==> config.mk <==
export PLATFORM = sky130hd
export DESIGN_NAME = tpm_mux
export DESIGN_NICKNAME = d
export VERILOG_FILES = /design/src/common/tpm_pkg.sv /design/src/rtl/tpm_mux.sv /design/src/rtl/tpm_fifo.sv
export VERILOG_INCLUDE_DIRS = /design/src /design/src/common
export SDC_FILE = /design/constraint.sdc
export NUM_CORES = 1
export LEC_CHECK = 0
export CAP_MARGIN = 20
export CORE_ASPECT_RATIO = 0.5
export CORE_MARGIN = 3
export CORE_UTILIZATION = 56
export CTS_CLUSTER_SIZE = 30
export DETAILED_ROUTE_END_ITERATION = 12
export DONT_BUFFER_PORTS = 1
export GPL_TIMING_DRIVEN = 1
export PLACE_DENSITY = 0.83
export SYNTH_ARGS = -nofsm -noshare
export SYNTH_HDL_FRONTEND = slang
export SYNTH_SLANG_ARGS = --single-unit
==> constraint.sdc <==
create_clock -name i_clock -period 2.5 [get_ports i_clock]
set_input_delay 0.375 -clock i_clock [delete_from_list [all_inputs] [get_ports i_clock]]
set_output_delay 0.375 -clock i_clock [all_outputs]
set_load 0.01 [all_outputs]
==> src/common/tpm_consts.svh <==
// Constants for the channel 1 transmit input pin multiplexer.
// Assumes inclusion by bare name from the design files.
`ifndef TPM_CONSTS_SVH
`define TPM_CONSTS_SVH
`define TPM_CLK_PERIOD_NS 50
`define TPM_HDLC_DIV 8
`define TPM_BYTE_W 8
`define TPM_FIFO_DEPTH 8
`define TPM_BIT6 6
`define TPM_BIT7 7
`endif

==> src/common/tpm_pkg.sv <==
// Types for the channel 1 transmit input pin multiplexer.
// Assumes nothing of its surroundings.
package tpm_pkg;
   typedef enum logic [1:0] {
      TPM_MODE_HDLC,
      TPM_MODE_CLEAR,
      TPM_MODE_FRAMER
   } tpm_mode_e;
   typedef enum logic [1:0] {
      TPM_ROLE_ADD,
      TPM_ROLE_HDLC,
      TPM_ROLE_CLEAR,
      TPM_ROLE_FRAMER
   } tpm_role_e;
endpackage : tpm_pkg

==> src/rtl/tpm_mux.sv <==
// Channel 1 transmit input pin multiplexer for data pins 6 and 7.
// Assumes all pin inputs are asynchronous to i_clock and a downstream
// consumer of captured bytes and bits on i_clock.
// Function
// - Telecom bus enable outranks configured mode.
// - Capture add bus on its clock fall.
// - Bit 6 pin is HDLC bit 6.
// - Drive HDLC byte clock, sample on rise.
// - Sample serial payload on input clock rise.
// - Bit 7 high requests AIS, low suppresses.
`timescale 1ns/1ps
`include "tpm_consts.svh"
module tpm_mux #(
   parameter int HDLC_DIV = `TPM_HDLC_DIV,
   parameter int FIFO_DEPTH = `TPM_FIFO_DEPTH
) (
   // Clock and reset.
   input wire logic i_clock,
   input wire logic i_resetn,
   // Configuration.
   input wire logic i_add_bus_enable,
   input wire tpm_pkg::tpm_mode_e i_mode,
   // Pins.
   input wire logic [`TPM_BYTE_W-1:0] i_add_bus_ch1,
   input wire logic i_add_bus_clock_ch1,
   input wire logic i_tx_payload_input_clock,
   output logic o_hdlc_tx_byte_clock_ch1,
   // Captured bytes toward the channel logic.
   output logic o_byte_valid,
   output logic [`TPM_BYTE_W-1:0] o_byte_data,
   output logic o_byte_from_hdlc,
   input wire logic i_byte_ready,
   output logic o_byte_overflow,
   // Serial payload and AIS toward the framer.
   output logic o_payload_valid,
   output logic o_payload_bit,
   output logic o_ais_request_ch1
);
   localparam int DW = $clog2(HDLC_DIV);
   logic [`TPM_BYTE_W-1:0] bus_s1_r;
   logic [`TPM_BYTE_W-1:0] bus_s2_r;
   logic [2:0] aclk_r;
   logic [2:0] pclk_r;
   logic [DW-1:0] div_r;
   logic hclk_r;
   tpm_pkg::tpm_role_e role;
   logic add_fall;
   logic pay_rise;
   logic hdlc_rise;
   logic cap_valid;
   logic [`TPM_BYTE_W:0] cap_data;
   logic fifo_ready;
   logic [`TPM_BYTE_W:0] fifo_out;

   // Role decode shared by capture, serial and AIS paths.
   function automatic tpm_pkg::tpm_role_e role_of(input logic en,
                                                  input tpm_pkg::tpm_mode_e m);
      if (en) begin
         return tpm_pkg::TPM_ROLE_ADD;
      end
      case (m)
         tpm_pkg::TPM_MODE_HDLC: return tpm_pkg::TPM_ROLE_HDLC;
         tpm_pkg::TPM_MODE_CLEAR: return tpm_pkg::TPM_ROLE_CLEAR;
         default: return tpm_pkg::TPM_ROLE_FRAMER;
      endcase
   endfunction : role_of

   assign role = role_of(i_add_bus_enable, i_mode);

   // Two-stage synchronisers; stage two feeds logic, and a third clock stage feeds the edge detectors.
   always_ff @(posedge i_clock or negedge i_resetn) begin
      if (!i_resetn) begin
         bus_s1_r <= '0;
         bus_s2_r <= '0;
         aclk_r <= '0;
         pclk_r <= '0;
      end else begin
         bus_s1_r <= i_add_bus_ch1;
         bus_s2_r <= bus_s1_r;
         aclk_r <= {aclk_r[1:0], i_add_bus_clock_ch1};
         pclk_r <= {pclk_r[1:0], i_tx_payload_input_clock};
      end
   end

   // Pin clocks are slow against i_clock, so data settled well before the
   // sampled edge and the two synchronised copies stay aligned.
   assign add_fall = aclk_r[2] && !aclk_r[1];
   assign pay_rise = !pclk_r[2] && pclk_r[1];

   // HDLC byte clock is derived from i_clock by a divider.
   always_ff @(posedge i_clock or negedge i_resetn) begin
      if (!i_resetn) begin
         div_r <= '0;
         hclk_r <= 1'b0;
      end else if (role != tpm_pkg::TPM_ROLE_HDLC) begin
         div_r <= '0;
         hclk_r <= 1'b0;
      end else begin
         div_r <= (div_r == DW'(HDLC_DIV / 2 - 1)) ? '0 : div_r + 1'b1;
         if (div_r == DW'(HDLC_DIV / 2 - 1)) begin
            hclk_r <= !hclk_r;
         end
      end
   end
   assign hdlc_rise = (role == tpm_pkg::TPM_ROLE_HDLC) && !hclk_r &&
                      (div_r == DW'(HDLC_DIV / 2 - 1));
   assign o_hdlc_tx_byte_clock_ch1 = hclk_r;

   // Bit 7 lands on bit 7 and bit 6 on bit 6 in both bus roles.
   assign cap_valid = ((role == tpm_pkg::TPM_ROLE_ADD) && add_fall) ||
                      hdlc_rise;
   assign cap_data = {(role == tpm_pkg::TPM_ROLE_HDLC), bus_s2_r};

   tpm_fifo #(
      .WIDTH(`TPM_BYTE_W + 1),
      .DEPTH(FIFO_DEPTH)
   ) u_fifo (
      .i_clock(i_clock),
      .i_resetn(i_resetn),
      .i_in_valid(cap_valid),
      .i_in_data(cap_data),
      .o_in_ready(fifo_ready),
      .o_out_valid(o_byte_valid),
      .o_out_data(fifo_out),
      .i_out_ready(i_byte_ready)
   );
   assign o_byte_data = fifo_out[`TPM_BYTE_W-1:0];
   assign o_byte_from_hdlc = fifo_out[`TPM_BYTE_W];

   // Pin sources cannot be stalled, so a byte offered to a full FIFO is
   // lost and flagged until reset.
   always_ff @(posedge i_clock or negedge i_resetn) begin
      if (!i_resetn) begin
         o_byte_overflow <= 1'b0;
      end else if (cap_valid && !fifo_ready) begin
         o_byte_overflow <= 1'b1;
      end
   end

   always_ff @(posedge i_clock or negedge i_resetn) begin
      if (!i_resetn) begin
         o_payload_valid <= 1'b0;
         o_payload_bit <= 1'b0;
      end else begin
         o_payload_valid <= (role == tpm_pkg::TPM_ROLE_CLEAR) && pay_rise;
         if ((role == tpm_pkg::TPM_ROLE_CLEAR) && pay_rise) begin
            o_payload_bit <= bus_s2_r[`TPM_BIT6];
         end
      end
   end

   // A pin tied low under software control keeps AIS off here.
   always_ff @(posedge i_clock or negedge i_resetn) begin
      if (!i_resetn) begin
         o_ais_request_ch1 <= 1'b0;
      end else begin
         o_ais_request_ch1 <= (role == tpm_pkg::TPM_ROLE_FRAMER) &&
                              bus_s2_r[`TPM_BIT7];
      end
   end

   role_priority_a: assert property (@(posedge i_clock) disable iff (!i_resetn)
      i_add_bus_enable |-> ##1 !o_payload_valid && !o_ais_request_ch1)
      else $error("Alternate role active with bus enabled.");
   add_capture_a: assert property (@(posedge i_clock) disable iff (!i_resetn)
      role == tpm_pkg::TPM_ROLE_ADD && add_fall && fifo_ready |=>
      o_byte_valid)
      else $error("Add bus byte not captured on falling edge.");
   // Checked at the FIFO head while it was empty, so the whole path counts.
   bit_order_a: assert property (@(posedge i_clock) disable iff (!i_resetn)
      role == tpm_pkg::TPM_ROLE_ADD && add_fall && !o_byte_valid |=>
      o_byte_data[`TPM_BIT7] == $past(bus_s2_r[`TPM_BIT7]))
      else $error("Bit 7 pin not on byte MSB.");
   hdlc_bit6_a: assert property (@(posedge i_clock) disable iff (!i_resetn)
      hdlc_rise && !o_byte_valid |=> o_byte_from_hdlc &&
      o_byte_data[`TPM_BIT6] == $past(bus_s2_r[`TPM_BIT6]))
      else $error("HDLC bit 6 misplaced.");
   hdlc_clock_a: assert property (@(posedge i_clock) disable iff (!i_resetn)
      hdlc_rise |=> o_hdlc_tx_byte_clock_ch1 && cap_data[`TPM_BYTE_W] == 1'b1)
      else $error("HDLC sample not on byte clock rise.");
   hdlc_msb_a: assert property (@(posedge i_clock) disable iff (!i_resetn)
      hdlc_rise && !o_byte_valid |=>
      o_byte_data[`TPM_BIT7] == $past(bus_s2_r[`TPM_BIT7]))
      else $error("HDLC bit 7 misplaced.");
   payload_sample_a: assert property (@(posedge i_clock)
      disable iff (!i_resetn)
      role == tpm_pkg::TPM_ROLE_CLEAR && pay_rise |=>
      o_payload_valid && o_payload_bit == $past(bus_s2_r[`TPM_BIT6]))
      else $error("Serial payload not sampled on clock rise.");
   ais_follow_a: assert property (@(posedge i_clock) disable iff (!i_resetn)
      role == tpm_pkg::TPM_ROLE_FRAMER && $stable(role) |=>
      o_ais_request_ch1 == $past(bus_s2_r[`TPM_BIT7]))
      else $error("AIS request does not follow pin.");
endmodule : tpm_mux

==> src/rtl/tpm_fifo.sv <==
// Small synchronous FIFO with valid and ready on both sides.
// Assumes one clock and an asynchronous active-low reset.
`timescale 1ns/1ps
module tpm_fifo #(
   parameter int WIDTH = 8,
   parameter int DEPTH = 8
) (
   // Clock and reset.
   input wire logic i_clock,
   input wire logic i_resetn,
   // Fill side.
   input wire logic i_in_valid,
   input wire logic [WIDTH-1:0] i_in_data,
   output logic o_in_ready,
   // Drain side.
   output logic o_out_valid,
   output logic [WIDTH-1:0] o_out_data,
   input wire logic i_out_ready
);
   localparam int AW = $clog2(DEPTH);
   logic [WIDTH-1:0] mem_r [DEPTH];
   logic [AW-1:0] wr_ptr_r;
   logic [AW-1:0] rd_ptr_r;
   logic [AW:0] count_r;
   logic push;
   logic pop;

   assign o_in_ready = (count_r != DEPTH[AW:0]);
   assign o_out_valid = (count_r != '0);
   assign push = i_in_valid && o_in_ready;
   assign pop = o_out_valid && i_out_ready;
   assign o_out_data = mem_r[rd_ptr_r];

   always_ff @(posedge i_clock) begin
      if (push) begin
         mem_r[wr_ptr_r] <= i_in_data;
      end
   end

   always_ff @(posedge i_clock or negedge i_resetn) begin
      if (!i_resetn) begin
         wr_ptr_r <= '0;
         rd_ptr_r <= '0;
         count_r <= '0;
      end else begin
         if (push) begin
            wr_ptr_r <= (wr_ptr_r == AW'(DEPTH - 1)) ? '0 : wr_ptr_r + 1'b1;
         end
         if (pop) begin
            rd_ptr_r <= (rd_ptr_r == AW'(DEPTH - 1)) ? '0 : rd_ptr_r + 1'b1;
         end
         count_r <= count_r + (AW+1)'(push) - (AW+1)'(pop);
      end
   end

   fifo_bound_a: assert property (@(posedge i_clock) disable iff (!i_resetn)
      count_r <= DEPTH[AW:0])
      else $error("FIFO count above depth.");
endmodule : tpm_fifo

; ---- After elaboration in Yosys (flattened, before gate mapping)
; Memory sizes are Yosys's and may differ from the RTL's.
; Index checks and enable logic that the tools add are counted.
; Widths: inputs -> output; s select.
[word_totals]
input_bits = 16
n_memories = 1
mem_bits_rw = 72
regBits = 40
[classes]
n_mux = 12
eq_ne = 9
add_sub_neg = 5
reduce_logical = 19
[mem_list]
columns = memory, depth, width, rd, rd_clocked_by_memory_dff, write_ports, line
row1 = u_fifo.mem_r, 8, 9, 1, 0, 1, tpm_fifo.sv:21  ; logic [WIDTH-1:0] mem_r [DEPTH];
[ops]
columns = op, count
row1 = $mux 3, 4
row2 = $logic_and 1x1->1, 10
row3 = $add 3x1->3 const B, 3
row4 = $eq 3x3->1 const B, 2
row5 = $mux 1, 5
row6 = $add 4x1->4, 1
row7 = $eq 2x1->1 const B, 2
row8 = $eq 2x2->1 const B, 2
row9 = $logic_not 1->1, 4
row10 = $logic_not 2->1, 2
row11 = $mux 2, 2
row12 = $ne 4x4->1 const B, 1
row13 = $pmux 2 s2, 1
row14 = $reduce_bool 4->1, 1
row15 = $sub 4x1->4, 1
row16 = $eq 3x2->1 const B, 1
row17 = $ne 2x1->1 const B, 1
row18 = $reduce_bool 2->1, 1
row19 = $logic_or 1x1->1, 1

; ---- Longest topological paths before layout
; Gate-level depths: netlist of the first run.
[logic_depth]
depth_word = 10
ltp_mapped = 11
depth_no_buf = 11

; ---- Modules after synthesis
; A second synthesis of the first run with hierarchy kept.
[unflattened]
cells_unflattened = 209
hier_area_um2 = 4277.9
[modules_own_cells]
columns = module, area_each_um2, cells_per_inst, instances, seq_area_each_um2
row1 = tpm_fifo, 3384.5, 160, 1, 2412.3
row2 = tpm_mux, 893.4, 49, 1, 750.7

; ---- Worst setup path before layout of the first run
; No wires, ideal clock.
[synth_path]
path_type = input to register
from = input i_mode[0]
to = memory u_fifo.mem_r[0][0] in the netlist's numbering, enable pin
path_slack_ps = -54
stages = 4
t_arrival_ps = 2155
path_cell_list = or3_4 -> o41ai_4 -> nand2_4 -> nor4_1
[synth_via]
elab_chain_cells = 10
word_cells_on_any_way = 13
[synth_rtl]
columns = item, line
row1 = start: declaration, tpm_mux.sv:22  ; input wire tpm_pkg::tpm_mode_e i_mode,
row2 = $eq 2x1->1 or $logic_not 2->1 (tied branches), tpm_mux.sv:61  ; case (m)
row3 = $pmux 2 s2 (*), tpm_mux.sv:61
row4 = $mux 2 (*), tpm_mux.sv:61
row5 = $eq 2x1->1, tpm_mux.sv:105  ; assign hdlc_rise = (role == tpm_pkg::TPM_ROLE_HDLC) && !hclk_r &&
row6 = $logic_and 1x1->1 (2 in a row), tpm_mux.sv:105
row7 = $logic_or 1x1->1 (*), tpm_mux.sv:110  ; assign cap_valid = ((role == tpm_pkg::TPM_ROLE_ADD) && add_fall) ||
row8 = $logic_and 1x1->1 (*), tpm_fifo.sv:30  ; assign push = i_in_valid && o_in_ready;
row9 = $mux 1 (*), tpm_fifo.sv:35  ; if (push) begin
row10 = $mux 1 (implied by the code) (*), tpm_fifo.sv:36  ; mem_r[wr_ptr_r] <= i_in_data;
row11 = end: declaration, tpm_fifo.sv:21
; Every way passes the cells marked *; elsewhere a longest branch is shown, timed or not.

; ---- Worst setup path in the final report of the first run
[layout_path]
from = register u_fifo.count_r[1]
to = register u_fifo.count_r[2]
[layout_via]
word_cells_on_any_way = 6
[layout_lines]
columns = item, line
row1 = start: declaration, tpm_fifo.sv:24  ; logic [AW:0] count_r;
row2 = start signal: assignment, tpm_fifo.sv:52  ; count_r <= count_r + (AW+1)'(push) - (AW+1)'(pop);
row3 = $reduce_bool 4->1, tpm_fifo.sv:29  ; assign o_out_valid = (count_r != '0);
row4 = named net o_byte_valid, tpm_mux.sv:29  ; output logic o_byte_valid,
row5 = $logic_and 1x1->1, tpm_fifo.sv:31  ; assign pop = o_out_valid && i_out_ready;
row6 = named net u_fifo.pop, tpm_fifo.sv:26  ; logic pop;
row7 = $sub 4x1->4, tpm_fifo.sv:52
; The timed path passes the listed nets, and every way through them passes these cells.
; A chain may end at the register's enable or synchronous reset.

==> impl_metrics.json, run 1 <==
{
  "ctsRootBufferMaster": "clkbuf_16",
  "rsz0062_at_grt": "no",
  "reg2reg_to": "u_fifo.count_r[2]",
  "crit_path_start": "u_fifo.count_r[1]",
  "worstSetupStartpointType": "flip-flop",
  "static-leakage-power_nw": 1.77,
  "peakVddDrop_uv": 766,
  "syn_avg_cell_area_um2": 19.9,
  "areaGrowthSynthToFinish_pct": 11.8,
  "fin_crit_ns": 2.28,
  "fill_cells": 436,
  "crit_fanout": 4,
  "wirelength_um": 6950,
  "setup_violations": 0,
  "h-tree-depth": 3,
  "io_pins": 31,
  "post-route-period-util_pct": 91.4,
  "max_freq_ghz": 0.438,
  "gr-usage-all-layers_pct": 18.3,
  "r2r_slack_ns": 0.22,
  "vias": 1887,
  "worst_pin_slew_ns": 0.573,
  "synth_edf_count": 72,
  "crit_required_ns": 2.72,
  "min_from": "i_add_bus_ch1[1]",
  "grt_max_degree": 41,
  "die_area_um2": 8680,
  "worstPathArrival_ns": 2.51,
  "cts_made_buffers": 9,
  "cts.path.max_buffers": 2,
  "fin_skew_ns": 0.00581,
  "cts_tree": "yes",
  "synthTopCellsByArea": "edfxtp_1 51%, dfrtp_1 24%, mux4_2 9.6%, mux2_2 3.5%, ha_1 3.3%",
  "wire_per_inst_um": 21.2,
  "clock_latency_ns": 0.34,
  "die_h_um": 67.4,
  "critPathKind": "reg -> reg",
  "grt_pass1_vias": 2069,
  "core_um2": 6990,
  "netlist_area_um2": 4220,
  "fin_ws_ns": 0.216,
  "critPathCaptureType": "flip-flop",
  "ctsHoldBuffers": 2,
  "post-place-ws_ns": 0.254,
  "design_area_um2": 4720,
  "cap_violations": 0,
  "drv_slew": 0,
  "firstDrtPassIters": 4,
  "dp_hpwl_um": 4160,
  "post-cts-setup-buffers": 0,
  "fp.dieW_um": 129,
  "fin_nets": 258,
  "clkTransAtPathRegs_ns": 0.07,
  "place_congestion": 0.770,
  "synthCells": 212,
  "cts_resized": 0,
  "status": "completed",
  "core.rowCount": 21,
  "netlist_top_cells_count": "72 x edfxtp_1, 40 x dfrtp_1, 18 x mux4_2, 13 x mux2_2, 12 x inv_1",
  "synth-async-reset-ratio_pct": 35.7,
  "yosysSeqAreaShare_pct": 74.9,
  "synth_nets": 240,
  "min-delay-path-class": "in -> reg",
  "min_to": "bus_s1_r[1]",
  "synth_top_cell_by_area": "edfxtp_1",
  "drive_gt1_share_pct": 25.5,
  "synthFlopType": "edfxtp_1",
  "via_per_inst": 5.75,
  "tns_ns": 0,
  "power_density_nw_per_um2": 1030,
  "cts.sink_count": 112,
  "ys_types": 29,
  "rr_worst_depth": 10,
  "drc": 0,
  "slew_headroom_pct": 61.8,
  "yosysWarnings": 0,
  "start_util_pct": 60.4,
  "synth_most_common_cell": "edfxtp_1",
  "whs_path_depth": 0,
  "ys_ff_latch": 112,
  "r2r-start": "u_fifo.count_r[1]",
  "hold_viol": 0,
  "io_buffer_count": 0,
  "grt_pass1_wl_um": 11300,
  "drt_iter0_markers": 132,
  "drtAntennaViolNets": 0,
  "antenna_found_initial": 1,
  "gr-total-overflow": 0,
  "finalPower_mw": 4.88,
  "yosysTopAreaCellShare_pct": 51.2,
  "place_area_um2": 4410
}
==> per-layer routing <==
layer / global-route usage (%) / share of wire, % / vias up
li1: - / - / 843
met1: 22.8 / 42 / 973
met2: 30.7 / 51 / 57
met3: 5.29 / 5.2 / 14
met4: 8.25 / 2.2 / 0
met5: 0 / 0 / -
==> power by group <==
group	total, mW	switching (mW)	internal (mW)
Combinational	1.21	0.563	0.648
Sequential	2.33	0.183	2.14
Clock	1.35	0.570	0.776
Total	4.88	1.32	3.57
==> critical path: stages, from the launching register on <==
cell and delay [ns]:
dfrtp_1 0.43, nor2_1 0.20, nand2_1 0.15, nand2_1 0.20, inv_1 0.07, ha_1 0.30, inv_1 0.07, ha_1 0.17
inv_1 0.06, fa_1 0.38, xnor2_1 0.14
==> cells by family after synthesis <==
family	count (synthesis)	share of synthesized area [%]
xor+xnor	3	0.622
compound gates	4	1.16
buf+inv	17	1.60
fa+ha+maj	12	3.73
simple gates	30	3.85
mux	34	14.1
flops	112	74.9
==> cells in the final DEF (no fill, tap or decap), types with 2 or more instances in the layout <==
cell type | synthesis | final
mux2_4 | 3 | 3
dfrtp_1 | 40 | 40
clkbuf_1 | 0 | 5
nor2_1 | 8 | 8
nor3_1 | 5 | 5
mux4_2 | 18 | 18
buf_12 | 0 | 2
edfxtp_1 | 72 | 72
mux2_2 | 13 | 13
clkbuf_16 | 0 | 9
buf_4 | 0 | 9
inv_1 | 12 | 12
nand2_1 | 5 | 5
xnor2_1 | 2 | 2
ha_1 | 11 | 11
nand2b_1 | 2 | 2
==> through the flow <==
| stage | hold slack (ns) | util [%] | instances |
|---|---|---|---|
| after floorplan | 0.0794 | - | 212 |
| after global placement | 0.0803 | 63.1 | 309 |
| after detailed placement | 0.0802 | 63.1 | 309 |
| after CTS | 0.0492 | 67.5 | 327 |
| after global routing | 0.0430 | 67.5 | 328 |
| final | 0.0586 | 67.5 | 328 |
==> worst max path at each step <==
| stage | cells past startpoint | slack, ns | to |
|---|---|---|---|
| CTS | 10 | 0.21 | u_fifo.count_r[2] |
| detailed placement | 10 | 0.25 | u_fifo.count_r[2] |
| global placement | 8 | 0.34 | u_fifo.count_r[2] |
| global route | 10 | 0.05 | u_fifo.count_r[2] |
| floorplan | 4 | 0.15 | u_fifo.mem_r[4][0] |
| finish | 10 | 0.22 | u_fifo.count_r[2] |
==> state kept, by name, summed over array words and instances (netlist names), 4 cells and up <==
register        flops
u_fifo.mem_r       72
u_fifo.count_r      4
bus_s2_r            8
bus_s1_r            8
==> final cells by class <==
type | instances | area, um2 | share of cell area [%]
diodes | 1 | 2.50 | 0.0530
clock buffers | 14 | 244 | 5.17
clock inverters | 2 | 33.8 | 0.716
inverters | 12 | 45.0 | 0.954
multi-input cells | 83 | 998 | 21.2
flip-flops and latches | 112 | 3160 | 67.0
well taps | 92 | 115 | 2.44
repair buffers | 12 | 118 | 2.49
(Power assumes the default switching activity.)
==> run 2: changes to the inputs <==
--- a/config.mk
+++ b/config.mk
@@ -7,12 +7,15 @@
 export NUM_CORES = 1
 export LEC_CHECK = 0
 export CAP_MARGIN = 20
+export CELL_PAD_IN_SITES_DETAIL_PLACEMENT = 1
+export CELL_PAD_IN_SITES_GLOBAL_PLACEMENT = 1
 export CORE_ASPECT_RATIO = 0.5
 export CORE_MARGIN = 3
-export CORE_UTILIZATION = 56
+export CORE_UTILIZATION = 49
 export CTS_CLUSTER_SIZE = 30
 export DETAILED_ROUTE_END_ITERATION = 12
 export DONT_BUFFER_PORTS = 1
+export GPL_ROUTABILITY_DRIVEN = 0
 export GPL_TIMING_DRIVEN = 1
 export PLACE_DENSITY = 0.83
 export SYNTH_ARGS = -nofsm -noshare
==> run 2 against run 1 <==
Count of clock-buffer cells in the layout shrank 4. Highest routed layer unchanged. Flip-flop and latch count is the same. Clock skew grew 0.0069 ns. Sequential share of layout area shrank 1.0 points.
==> impl_metrics.json, run 2 (synthesis gave the netlist of run 1 again) <==
{
  "die_area_um2": 9840,
  "core_um2": 8170,
  "met2_length_um": 3910,
  "slowest_delay_ns": 0.48,
  "dp_hpwl_um": 4910,
  "slew_headroom_pct": 60.3,
  "grt_max_degree": 41,
  "fin_nets": 258,
  "fin_ws_ns": 0.227,
  "status": "completed",
  "route.met3.wl_um": 386,
  "vias": 1881,
  "m1WireLength_um": 3230,
  "place_area_um2": 4430,
  "drv_slew": 0,
  "drc": 0,
  "static-leakage-power_nw": 1.80,
  "rsz0062_at_grt": "no",
  "fin_crit_ns": 2.27,
  "post-route-period-util_pct": 90.9,
  "peakVddDrop_uv": 620,
  "via_per_inst": 5.42,
  "grt_pass1_vias": 2154,
  "clock_latency_ns": 0.34,
  "path_cells": "nor2_1 -> nand2_1 -> nand2_1 -> inv_1 -> ha_1 -> inv_1 -> ha_1 -> inv_1 -> fa_1 -> inv_1",
  "multi_input_area_um2": 998,
  "areaGrowthSynthToFinish_pct": 13.5,
  "wirelength_um": 7570,
  "endpoint": "u_fifo.count_r[1]",
  "top_register": "u_fifo.mem_r",
  "tns_ns": 0,
  "largest_reg_flops": 72,
  "crit_slowest_cell": "fa_1",
  "die_h_um": 71.6,
  "cts.sink_count": 112,
  "wire_per_inst_um": 21.8,
  "r2r_slack_ns": 0.23,
  "cap_violations": 0,
  "rr_worst_depth": 10,
  "hold_viol": 0,
  "r2r-start": "u_fifo.count_r[1]",
  "crit_top_cell": "inv_1",
  "layout_common_cells": "72 x edfxtp_1, 40 x dfrtp_1, 18 x mux4_2",
  "max_freq_ghz": 0.440,
  "start_util_pct": 51.7,
  "fp.dieW_um": 137,
  "critPathCaptureType": "flip-flop",
  "power_density_nw_per_um2": 1060,
  "reg2reg_to": "u_fifo.count_r[1]",
  "crit_fanout": 4,
  "top_regs": "u_fifo.mem_r: 72 flops, bus_s1_r: 8 flops, bus_s2_r: 8 flops",
  "cts_made_buffers": 9,
  "drt_iter0_markers": 153,
  "design_area_um2": 4790,
  "drive_gt1_share_pct": 27.7,
  "core.rowCount": 23,
  "drtAntennaViolNets": 0,
  "antenna_found_initial": 0,
  "setup_violations": 0,
  "diodes": 0,
  "grt_pass1_wl_um": 12300,
  "post-place-ws_ns": 0.205,
  "h-tree-depth": 3,
  "worstPathArrival_ns": 2.51,
  "crit_path_start": "u_fifo.count_r[1]",
  "fill_cells": 724,
  "min-delay-path-class": "in -> reg",
  "gr-total-overflow": 0,
  "critPathKind": "reg -> reg",
  "gr-usage-all-layers_pct": 17.7,
  "clkTransAtPathRegs_ns": 0.08,
  "crit_required_ns": 2.73,
  "ctsRootBufferMaster": "clkbuf_16",
  "cts_resized": 0,
  "regArea_um2": 3160,
  "final_common_cell": "edfxtp_1",
  "highest_layer": "met4",
  "io_pins": 31,
  "post-cts-setup-buffers": 0,
  "worstSetupStartpointType": "flip-flop",
  "worst_pin_slew_ns": 0.596,
  "cts.path.max_buffers": 2,
  "firstDrtPassIters": 4,
  "io_buffer_count": 0,
  "fin_skew_ns": 0.0127,
  "cts_tree": "yes"
}
## run 2: changes by cell type in the layout (fill, tap and decap cells not counted), sizes merged
cell    previous run  this run
bufinv             1         2
clkbuf            14        10
diode              1         0
inv               12        15
## run 2: per-layer routing
metal / global-route usage, % / vias up
li1: - / 841
met1: 23.7 / 994
met2: 28.5 / 44
met3: 5.19 / 2
met4: 5.31 / 0
met5: 0 / -
## run 2: how the worst min path moves through the flow
stage	startpoint	end	slack (ns)	cells after the start
floorplan	i_resetn	aclk_r[0]	0.08	0
global placement	i_resetn	bus_s2_r[4]	0.08	0
detailed placement	i_resetn	bus_s1_r[4]	0.08	0
CTS	i_add_bus_ch1[5]	bus_s1_r[5]	0.04	0
global route	i_add_bus_ch1[5]	bus_s1_r[5]	0.02	0
finish	i_add_bus_ch1[5]	bus_s1_r[5]	0.05	0
## run 2: power breakdown
part           leakage, nW  internal (mW)  total [mW]  switching, mW
logic                0.505          0.653        1.23          0.574
registers             1.13           2.14        2.33          0.188
clock network        0.160          0.895        1.53          0.636
total                 1.80           3.69        5.09           1.40
## run 2: what timing repair did
action	4_1_cts	5_1_grt
setup endpoints to repair	0	0
hold buffers	2	0
hold endpoints to repair	40	0
## run 2: stage by stage
step / instances / hold WS, ns / power (mW) / util, %
global placement: 329 / 0.0804 / 3.51 / 54.3
floorplan: 212 / 0.0794 / 3.28 / -
detailed placement: 329 / 0.0803 / 3.59 / 54.3
CTS: 347 / 0.0356 / 5.17 / 58.6
global route: 347 / 0.0241 / 5.39 / 58.6
finish: 347 / 0.0529 / 5.09 / 58.6
## run 2: cell type report
cell class | count | share of cell area, %
Clock buffer | 10 | 4.78
Inverter | 12 | 0.940
Sequential cell | 112 | 66.0
Timing Repair Buffer | 12 | 2.45
Clock inverter | 6 | 2.04
Multi-Input combinational cell | 83 | 20.8
Tap cell | 112 | 2.93
## run 2: worst max-delay path, delay by kind of cell (launching register included)
family	cells	cell delay (ns)
adder cells (fa/ha/maj)	3	0.93
AND/OR/NAND/NOR	3	0.58
flip-flops	1	0.44
buffers and inverters	4	0.23
